<file path="config.mk">
export PLATFORM = sky130hd
export DESIGN_NAME = sem_host_ctrl
export DESIGN_NICKNAME = d
export VERILOG_FILES = /design/src/pkg/sem_host_pkg.sv /design/src/rtl/sem_host_ctrl.sv
export SDC_FILE = /design/constraint.sdc
export NUM_CORES = 1
export LEC_CHECK = 0
export BUFFER_PORTS_ARGS = -buffer_cell sky130_fd_sc_hd__buf_2
export CAP_MARGIN = 10
export CORE_ASPECT_RATIO = 1.25
export CORE_MARGIN = 4
export CORE_UTILIZATION = 52
export CTS_BUF_LIST = sky130_fd_sc_hd__clkbuf_8 sky130_fd_sc_hd__clkbuf_16
export CTS_CLUSTER_DIAMETER = 60
export DETAILED_ROUTE_END_ITERATION = 8
export PLACE_DENSITY_LB_ADDON = 0.05
export SYNTH_ARGS = -nofsm -noshare
export SYNTH_HDL_FRONTEND = slang
export SYNTH_SLANG_ARGS = --single-unit
</file>
<file path="constraint.sdc">
create_clock -name SYS_CLK_IN -period 3 [get_ports SYS_CLK_IN]
set_input_delay 0.6 -clock SYS_CLK_IN [delete_from_list [all_inputs] [get_ports SYS_CLK_IN]]
set_output_delay 0.6 -clock SYS_CLK_IN [all_outputs]
set_load 0.01 [all_outputs]
</file>
<file path="src/pkg/sem_host_pkg.sv">
// Constants for the host-side semaphore and contention controller
package sem_host_pkg;
  localparam int ADDR_W_DEF  = 13;   // Port address width
  localparam int DATA_W_DEF  = 18;   // Port data width
  localparam int SEM_CNT     = 8;    // Number of semaphore latches
  localparam int SEM_IDX_W   = 3;    // Semaphore index bits (lowest address bits)
  localparam int OP_W        = 2;    // User command width
  localparam logic [1:0] OP_CLAIM   = 2'h0;  // Write zero, then read back
  localparam logic [1:0] OP_RELEASE = 2'h1;  // Write one
  localparam logic [1:0] OP_POLL    = 2'h2;  // Read only
  localparam logic [1:0] OP_INIT    = 2'h3;  // Write one to every latch
  // Setup time from address/enable valid to write strobe, in ns
  localparam int SETUP_NS     = 40;
  localparam int CLK_PERIOD_NS = 8;
  localparam int SETUP_CYC    = (SETUP_NS + CLK_PERIOD_NS - 1) / CLK_PERIOD_NS;
  // Strobe pulse and readback timing, in ns
  localparam int PULSE_NS     = 24;
  localparam int PULSE_CYC    = (PULSE_NS + CLK_PERIOD_NS - 1) / CLK_PERIOD_NS;
  localparam int CNT_W        = 4;   // Width of the phase timer
  typedef enum logic [2:0] {
    ST_IDLE  = 3'b000,
    ST_SETUP = 3'b001,
    ST_WRITE = 3'b011,
    ST_GAP   = 3'b010,
    ST_READ  = 3'b110,
    ST_DONE  = 3'b111
  } host_state_e;
endpackage : sem_host_pkg

</file>
<file path="src/rtl/sem_host_ctrl.sv">
// Host controller driving one port's semaphore and contention pins of the shared memory
`timescale 1ns/1ps
module sem_host_ctrl
  import sem_host_pkg::*;
#(
  parameter int ADDR_W = ADDR_W_DEF,   // Device address width
  parameter int DATA_W = DATA_W_DEF    // Device data width
)(
  input  wire logic                 SYS_CLK_IN,      // System clock
  input  wire logic                 RESET_IN,        // Async reset, active high
  input  wire logic                 CLK_EN_IN,       // Freezes all state when low
  input  wire logic                 CMD_VALID_IN,    // Command request
  input  wire logic [OP_W-1:0]      CMD_OP_IN,       // Command code
  input  wire logic [SEM_IDX_W-1:0] CMD_SEM_IN,      // Target latch
  input  wire logic                 BUSY_N_IN,       // Contention pin from master device
  input  wire logic [DATA_W-1:0]    DQ_IN,           // Data pins, device to host
  output logic                      CMD_READY_OUT,   // Ready for a command
  output logic                      DONE_OUT,        // One-cycle completion pulse
  output logic                      GRANTED_OUT,     // Readback showed ownership
  output logic                      CONTENDED_OUT,   // Contention seen during the write strobe
  output logic                      CE_N_OUT,        // Memory chip enable, kept high
  output logic                      SEM_SEL_N_OUT,   // semaphore_select_n pin
  output logic                      OE_N_OUT,        // Output enable
  output logic                      RW_N_OUT,        // Read high, write low
  output logic [ADDR_W-1:0]         ADDR_OUT,        // Address pins
  output logic [DATA_W-1:0]         DQ_OUT,          // Data pins, host to device
  output logic                      DQ_OE_OUT        // High while host drives data
);

  initial
  begin
    // Upper address bits and upper data bits must both exist for the pin checks below
    if (ADDR_W <= SEM_IDX_W || DATA_W < 2)
      $error("sem_host_ctrl: address or data width too small");
  end

  // All-zeros check of a semaphore readback
  function automatic logic flag_held(input logic [DATA_W-1:0] d);
    flag_held = (d == '0);
  endfunction : flag_held

  host_state_e            state_reg, state_next;     // Sequencer state
  logic [CNT_W-1:0]       cnt_reg, cnt_next;         // Phase timer
  logic [OP_W-1:0]        op_reg, op_next;           // Active command
  logic [SEM_IDX_W-1:0]   idx_reg, idx_next;         // Active latch index
  logic                   ready_reg, ready_next;
  logic                   done_reg, done_next;
  logic                   grant_reg, grant_next;
  logic                   cont_reg, cont_next;
  logic                   sem_reg, sem_next;
  logic                   oe_reg, oe_next;
  logic                   rw_reg, rw_next;
  logic [ADDR_W-1:0]      addr_reg, addr_next;
  logic [DATA_W-1:0]      dq_reg, dq_next;
  logic                   dqoe_reg, dqoe_next;

  // Sequencer: setup, write strobe, gap, readback
  always_comb
  begin
    state_next = state_reg;
    cnt_next   = cnt_reg;
    op_next    = op_reg;
    idx_next   = idx_reg;
    ready_next = ready_reg;
    done_next  = 1'b0;
    grant_next = grant_reg;
    cont_next  = cont_reg;
    sem_next   = sem_reg;
    oe_next    = oe_reg;
    rw_next    = rw_reg;
    addr_next  = addr_reg;
    dq_next    = dq_reg;
    dqoe_next  = dqoe_reg;
    case (state_reg)
      ST_IDLE:
      begin
        if (CMD_VALID_IN && ready_reg)
        begin
          // Address and select go out first; write waits for contention to settle
          op_next    = CMD_OP_IN;
          idx_next   = (CMD_OP_IN == OP_INIT) ? '0 : CMD_SEM_IN;
          addr_next  = '0;
          addr_next[SEM_IDX_W-1:0] = (CMD_OP_IN == OP_INIT) ? '0 : CMD_SEM_IN;
          sem_next   = 1'b0;
          ready_next = 1'b0;
          cont_next  = 1'b0;
          cnt_next   = CNT_W'(SETUP_CYC);
          state_next = ST_SETUP;
        end
      end
      ST_SETUP:
      begin
        if (cnt_reg > CNT_W'(1))
          cnt_next = cnt_reg - CNT_W'(1);
        else if (op_reg == OP_POLL)
        begin
          oe_next    = 1'b0;
          cnt_next   = CNT_W'(PULSE_CYC);
          state_next = ST_READ;
        end
        else
        begin
          // Claim writes zero, release and init write one, on bit zero only
          rw_next    = 1'b0;
          dqoe_next  = 1'b1;
          dq_next    = '0;
          dq_next[0] = (op_reg != OP_CLAIM);
          cnt_next   = CNT_W'(PULSE_CYC);
          state_next = ST_WRITE;
        end
      end
      ST_WRITE:
      begin
        // One contention line only: a single master decides for the whole word
        if (!BUSY_N_IN)
          cont_next = 1'b1;
        if (cnt_reg > CNT_W'(1))
          cnt_next = cnt_reg - CNT_W'(1);
        else
        begin
          rw_next    = 1'b1;
          dqoe_next  = 1'b0;
          sem_next   = 1'b1;           // Select drops so the next read latches afresh
          state_next = ST_GAP;
        end
      end
      ST_GAP:
      begin
        if (op_reg == OP_CLAIM)
        begin
          sem_next   = 1'b0;
          oe_next    = 1'b0;
          cnt_next   = CNT_W'(PULSE_CYC);
          state_next = ST_READ;
        end
        else if (op_reg == OP_INIT && idx_reg != SEM_IDX_W'(SEM_CNT - 1))
        begin
          // Walk all latches so every one starts free
          idx_next   = idx_reg + SEM_IDX_W'(1);
          addr_next[SEM_IDX_W-1:0] = idx_reg + SEM_IDX_W'(1);
          sem_next   = 1'b0;
          cnt_next   = CNT_W'(SETUP_CYC);
          state_next = ST_SETUP;
        end
        else
        begin
          grant_next = 1'b0;
          state_next = ST_DONE;
        end
      end
      ST_READ:
      begin
        if (cnt_reg > CNT_W'(1))
          cnt_next = cnt_reg - CNT_W'(1);
        else
        begin
          grant_next = flag_held(DQ_IN);
          oe_next    = 1'b1;
          sem_next   = 1'b1;
          state_next = ST_DONE;
        end
      end
      ST_DONE:
      begin
        done_next  = 1'b1;
        ready_next = 1'b1;
        state_next = ST_IDLE;
      end
      default:
      begin
        state_next = ST_IDLE;
        ready_next = 1'b1;
      end
    endcase
  end

  // Registers; clock enable freezes everything
  always_ff @(posedge SYS_CLK_IN or posedge RESET_IN)
  begin
    if (RESET_IN)
    begin
      state_reg <= ST_IDLE;
      cnt_reg   <= '0;
      op_reg    <= OP_CLAIM;
      idx_reg   <= '0;
      ready_reg <= 1'b1;
      done_reg  <= 1'b0;
      grant_reg <= 1'b0;
      cont_reg  <= 1'b0;
      sem_reg   <= 1'b1;
      oe_reg    <= 1'b1;
      rw_reg    <= 1'b1;
      addr_reg  <= '0;
      dq_reg    <= '0;
      dqoe_reg  <= 1'b0;
    end
    else if (CLK_EN_IN)
    begin
      state_reg <= state_next;
      cnt_reg   <= cnt_next;
      op_reg    <= op_next;
      idx_reg   <= idx_next;
      ready_reg <= ready_next;
      done_reg  <= done_next;
      grant_reg <= grant_next;
      cont_reg  <= cont_next;
      sem_reg   <= sem_next;
      oe_reg    <= oe_next;
      rw_reg    <= rw_next;
      addr_reg  <= addr_next;
      dq_reg    <= dq_next;
      dqoe_reg  <= dqoe_next;
    end
  end

  assign CMD_READY_OUT = ready_reg;
  assign DONE_OUT      = done_reg;
  assign GRANTED_OUT   = grant_reg;
  assign CONTENDED_OUT = cont_reg;
  assign CE_N_OUT      = 1'b1;      // Memory array never selected with semaphores
  assign SEM_SEL_N_OUT = sem_reg;
  assign OE_N_OUT      = oe_reg;
  assign RW_N_OUT      = rw_reg;
  assign ADDR_OUT      = addr_reg;
  assign DQ_OUT        = dq_reg;
  assign DQ_OE_OUT     = dqoe_reg;
endmodule : sem_host_ctrl

</file>
# [Word level (Yosys, flattened, before mapping)]
# Cells that the tools add are included.
[totals] reg_bits=24 input_bits=28 out_inout_bits=40
[classes] n_addsub=2 magnitude_cmp=1 eq_ne=23 n_mux=45 bitwise_logic=3 reduce_logical=26
[op_table] op="3-bit 2-to-1 mux" n=12
[op_table] op="5-bit AND reduction" n=6
[op_table] op="2-bit inequality test (second input constant)" n=12
[op_table] op="4-bit 2-to-1 mux" n=5
[op_table] op="18-bit zero test" n=1
[op_table] op="1-bit 2-to-1 mux" n=17
[op_table] op="4-bit case mux with 4 select lines" n=1
[op_table] op="3-bit case mux with 5 select lines" n=1
[op_table] op="3-bit case mux with 2 select lines" n=2
[op_table] op="1-bit case mux with 2 select lines" n=5
[op_table] op="2-bit nonzero test" n=5
[op_table] op="4-bit AND reduction" n=2
[op_table] op="2-bit equality test (second input constant)" n=3
[op_table] op="3-bit by 2-bit equality test with 1-bit output (second input constant)" n=2
[op_table] op="3-bit equality test (second input constant)" n=2
[op_table] op="3-bit inequality test (second input constant)" n=2
[op_table] op="1-bit case mux with 3 select lines" n=2
[op_table] op="3-bit AND reduction" n=2
[op_table] op="6-bit AND reduction" n=1
[op_table] op="3-bit nonzero test" n=2
[op_table] op="4-bit by 1-bit > comparator with 1-bit output (second input constant)" n=1
[op_table] op="4-bit nonzero test" n=1
[op_table] op="4-bit OR reduction" n=1
[op_table] op="4-bit by 1-bit subtractor with 4-bit output (second input constant)" n=1
[op_table] op="other kinds (8)" n=11

# [Longest topological paths before layout]
[depth] depth_word=5 mapped_depth=7 mapped_depth_nobuf=7

# [Worst setup path after synthesis]
# Ideal clock, no wire load.
[synth_timing] kind="register to register" startpoint="register ADDR_OUT[0] (netlist name)" endpoint="register addr_reg[0], in the netlist ADDR_OUT[0]" arrival_ps=1797 required_ps=2878 slack_ps=1082 path_stages_with_launch=7 synth_period_minus_slack_ps=1918 path_cell_list="dfrtp_1 -> ha_1 -> ha_1 -> nand3b_1 -> a2111oi_4 -> mux2i_1 -> nand2_1"
[synth_rtl] element="to (signal assigned)" line="sem_host_ctrl.sv:210" rtl="addr_reg <= addr_next;"
[synth_rtl] element="to (decl)" line="sem_host_ctrl.sv:53" rtl="logic [ADDR_W-1:0] addr_reg, addr_next;"

# [Worst setup path after layout]
[layout_timing] startpoint="register state_reg[0]" endpoint="register oe_reg, in the netlist OE_N_OUT"
[layout_via] elab_chain_cells=3
[layout_lines] element="from (decl)" line="sem_host_ctrl.sv:42" rtl="host_state_e state_reg, state_next;"
[layout_lines] element="from (signal assigned)" line="sem_host_ctrl.sv:199" rtl="state_reg <= state_next;"
[layout_lines] element="3-bit by 2-bit equality test with 1-bit output (tied with other cells)" line="sem_host_ctrl.sv:74" rtl="case (state_reg)"
[layout_lines] element="2-bit inequality test (no source line) / 3-bit nonzero test (equally long branches)"
[layout_lines] element="6-bit AND reduction (no source line)"
[layout_lines] element="to (signal assigned)" line="sem_host_ctrl.sv:208" rtl="oe_reg <= oe_next;"
[layout_lines] element="to (decl)" line="sem_host_ctrl.sv:51" rtl="logic oe_reg, oe_next;"
# Several ways; a longest one is shown, not always the timed one.
# A chain may end at the register's enable or synchronous reset.

==> results.txt <==
First-pass DRT Iterations = 4
Synth area leader = dfrtp_1
Setup crit end kind = flop
Die ar. = 0.00421 mm^2
Hold Buf Count CTS = 0
Post-synth ARST share = 100%
sequential fraction of the synthesis area = 31.6%
clock slew at reported path FFs = 80 ps
setup TNS = 0 ps
# rows = 22
Slew @ Worst Pin = 853 ps
most common cell after layout, fill and taps aside = buf_2
final worst-path setup slack = 780 ps
unrepaired setup endpoints after global routing = no
Gate Count Post-Synth = 193
largest cells by area after synthesis = dfrtp_1 (25%), buf_4 (13%), dfstp_2 (6.3%)
Core ar. = 0.00303 mm^2
fin crit share = 74.0%
Post-Route M1 WL = 1550 um
share of layout cells above drive strength 1 = 24.4%
Post-Place Cell Area = 0.00175 mm^2
I/O pin cnt = 68
Util after Layout = 59.2%
Worst path top cell family by delay = simple AND/OR/NAND/NOR gates
crit-path max FO = 20
initial antenna violation count = 0
Setup Crit Path Kind = flop to flop
post-synth cell types = 54
Ant. Diodes = 0
FILL cells = 290
DR vias/cell = 5.47
clock skew = 0.969 ps
Syn-to-layout area delta = 6.86%
Final Hold Fails = 0
metal3 WL = 183 um
crit-path cells = nor2b_1 -> nand4b_1 -> o41ai_2 -> o21ai_1 -> o2bb2ai_1
area occupied by multi-input gates = 942 um^2
gr ovfl total = 0
Max IR drop VDD = 0.000179 V
Die X = 58.8 um
post-cts sizing count = 0
Clock Tree Root = clkbuf_8
vias in the first global route = 1412
Yosys warning count = 0
post-layout net count = 258
Post-Syn Area = 0.00168 mm^2
final setup fails = 0
latest clock arrival within the worst-skew pair = 260 ps
Post-synth EDFFs = 0
pre-CTS setup slack = 838 ps
WP data arrival = 2410 ps
CP max stage cell = dfrtp_1
status = completed
Antenna Violating Nets Remaining = 0
worst hold-check path type = flop to flop
max reg flops = 4
# port buffers = 39
power density over the cells = 288 mW/mm^2
Longest Clk Path Bufs = 2
Routed WL per cell = 15.2 um
postcts setup bufs = 0
register area = 531 um^2
CTS Buf Count = 3
vias post-DR = 1428
most frequent cells in the layout = buf_2 (39), conb_1 (28), nand2_1 (22)
drt initial violations = 59
design area = 0.00179 mm^2
Global Route Usage Sum = 19.9%
Top Metal Used = met4
Post-Route WL = 3980 um
number of max-cap violations = 0
die height = 71.5 um
Met2 Routed Length = 2210 um
prevailing post-synth register cell = dfrtp_1
DR DRC count = 0
Initial Util = 55.4%
flops & latches, synth = 21
CP Launch Type = flop
post-DP HPWL = 3130 um
first-pass GRT wire length = 6710 um
slowest stage delay, CP = 750 ps
LEAKAGE = 0.858 nW
CTS sink cnt = 21
worst rel slew slack = 43.1%
Pins Over Slew Limit = 0
WP buf/inv = 0
top-area cell type share of the netlist area = 25.4%
largest net degree at the start of global routing = 26
CP Data Required Time = 3190 ps
H-tree lvl count = 1
CTS tree = built
fmax = 0.450 GHz
synthesized area per cell = 8.69 um^2
minimum clock period after layout = 2220 ps
routability cong. = 0.885
==> area by class of cell <==
| type | count | area share [%] |
|---|---|---|
| multi-input combinational | 152 | 52.5 |
| clock buffer | 3 | 2.30 |
| inverter | 9 | 1.88 |
| timing repair buffer | 39 | 10.9 |
| clock inverter | 1 | 0.279 |
| sequential | 21 | 29.6 |
| tap | 36 | 2.51 |
==> synthesized netlist by cell type, types with 3 or more instances <==
library cell and count:
buf_6 3, mux2_2 3, nand2_1 22, dfrtp_1 17, nor2_1 11, nor3_1 4
a31oi_1 4, a21oi_1 7, buf_4 28, nand3_1 6, ha_1 4, inv_1 9
clkbuf_1 3, o21ai_0 6, a22oi_1 4, o31ai_1 3, dfstp_2 4, nor4_1 5
mux2i_1 5
==> final timing paths <==
kind,start,to,slack [ps],depth (start not counted)
max reg2reg,state_reg[0]$_DFFE_PP0P_,OE_N_OUT$_DFFE_PP1P_,780,5
min in group asynchronous,RESET_IN,DQ_OUT[0]$_DFFE_PP0P_,480,2
min reg2reg,CONTENDED_OUT$_DFFE_PP0P_,CONTENDED_OUT$_DFFE_PP0P_,470,2
max in group asynchronous,RESET_IN,cnt_reg[1]$_DFFE_PP0P_,2020,2
max,state_reg[0]$_DFFE_PP0P_,OE_N_OUT$_DFFE_PP1P_,780,5
min,CONTENDED_OUT$_DFFE_PP0P_,CONTENDED_OUT$_DFFE_PP0P_,470,2
==> cell families after synthesis <==
family          synth area share [%]
simple gates                    18.4
mux                             5.00
buf+inv                         18.0
flops                           31.6
xor+xnor                       0.522
fa+ha+maj                       2.98
other cells                    0.448
compound gates                  23.0
==> metal layers <==
layer / global-route usage (%) / vias up
met5: 0 / -
met4: 6.55 / 0
met3: 2.88 / 4
met2: 35.3 / 39
met1: 24.3 / 682
li1: - / 703
==> tightest hold or removal path: stages (launching register included) <==
cell and delay [ps]:
dfrtp_1 350, nand2_1 50, nand2_1 50
==> report_power, final <==
part / internal, mW / total (mW) / switching, mW
combinational: 0.0144 / 0.0451 / 0.0308
sequential: 0.283 / 0.283 / 0.0000000000000000136
clock: 0.0925 / 0.188 / 0.0954
==> per-stage QoR <==
step / total power [mW] / std cells / hold slack [ps]
floorplan: 0.340 / 219 / 469
global placement: 0.332 / 257 / 448
finish: 0.516 / 261 / 470
CTS: 0.521 / 261 / 474
global route: 0.543 / 261 / 503
detailed placement: 0.333 / 257 / 456
(Power assumes the default switching activity.)
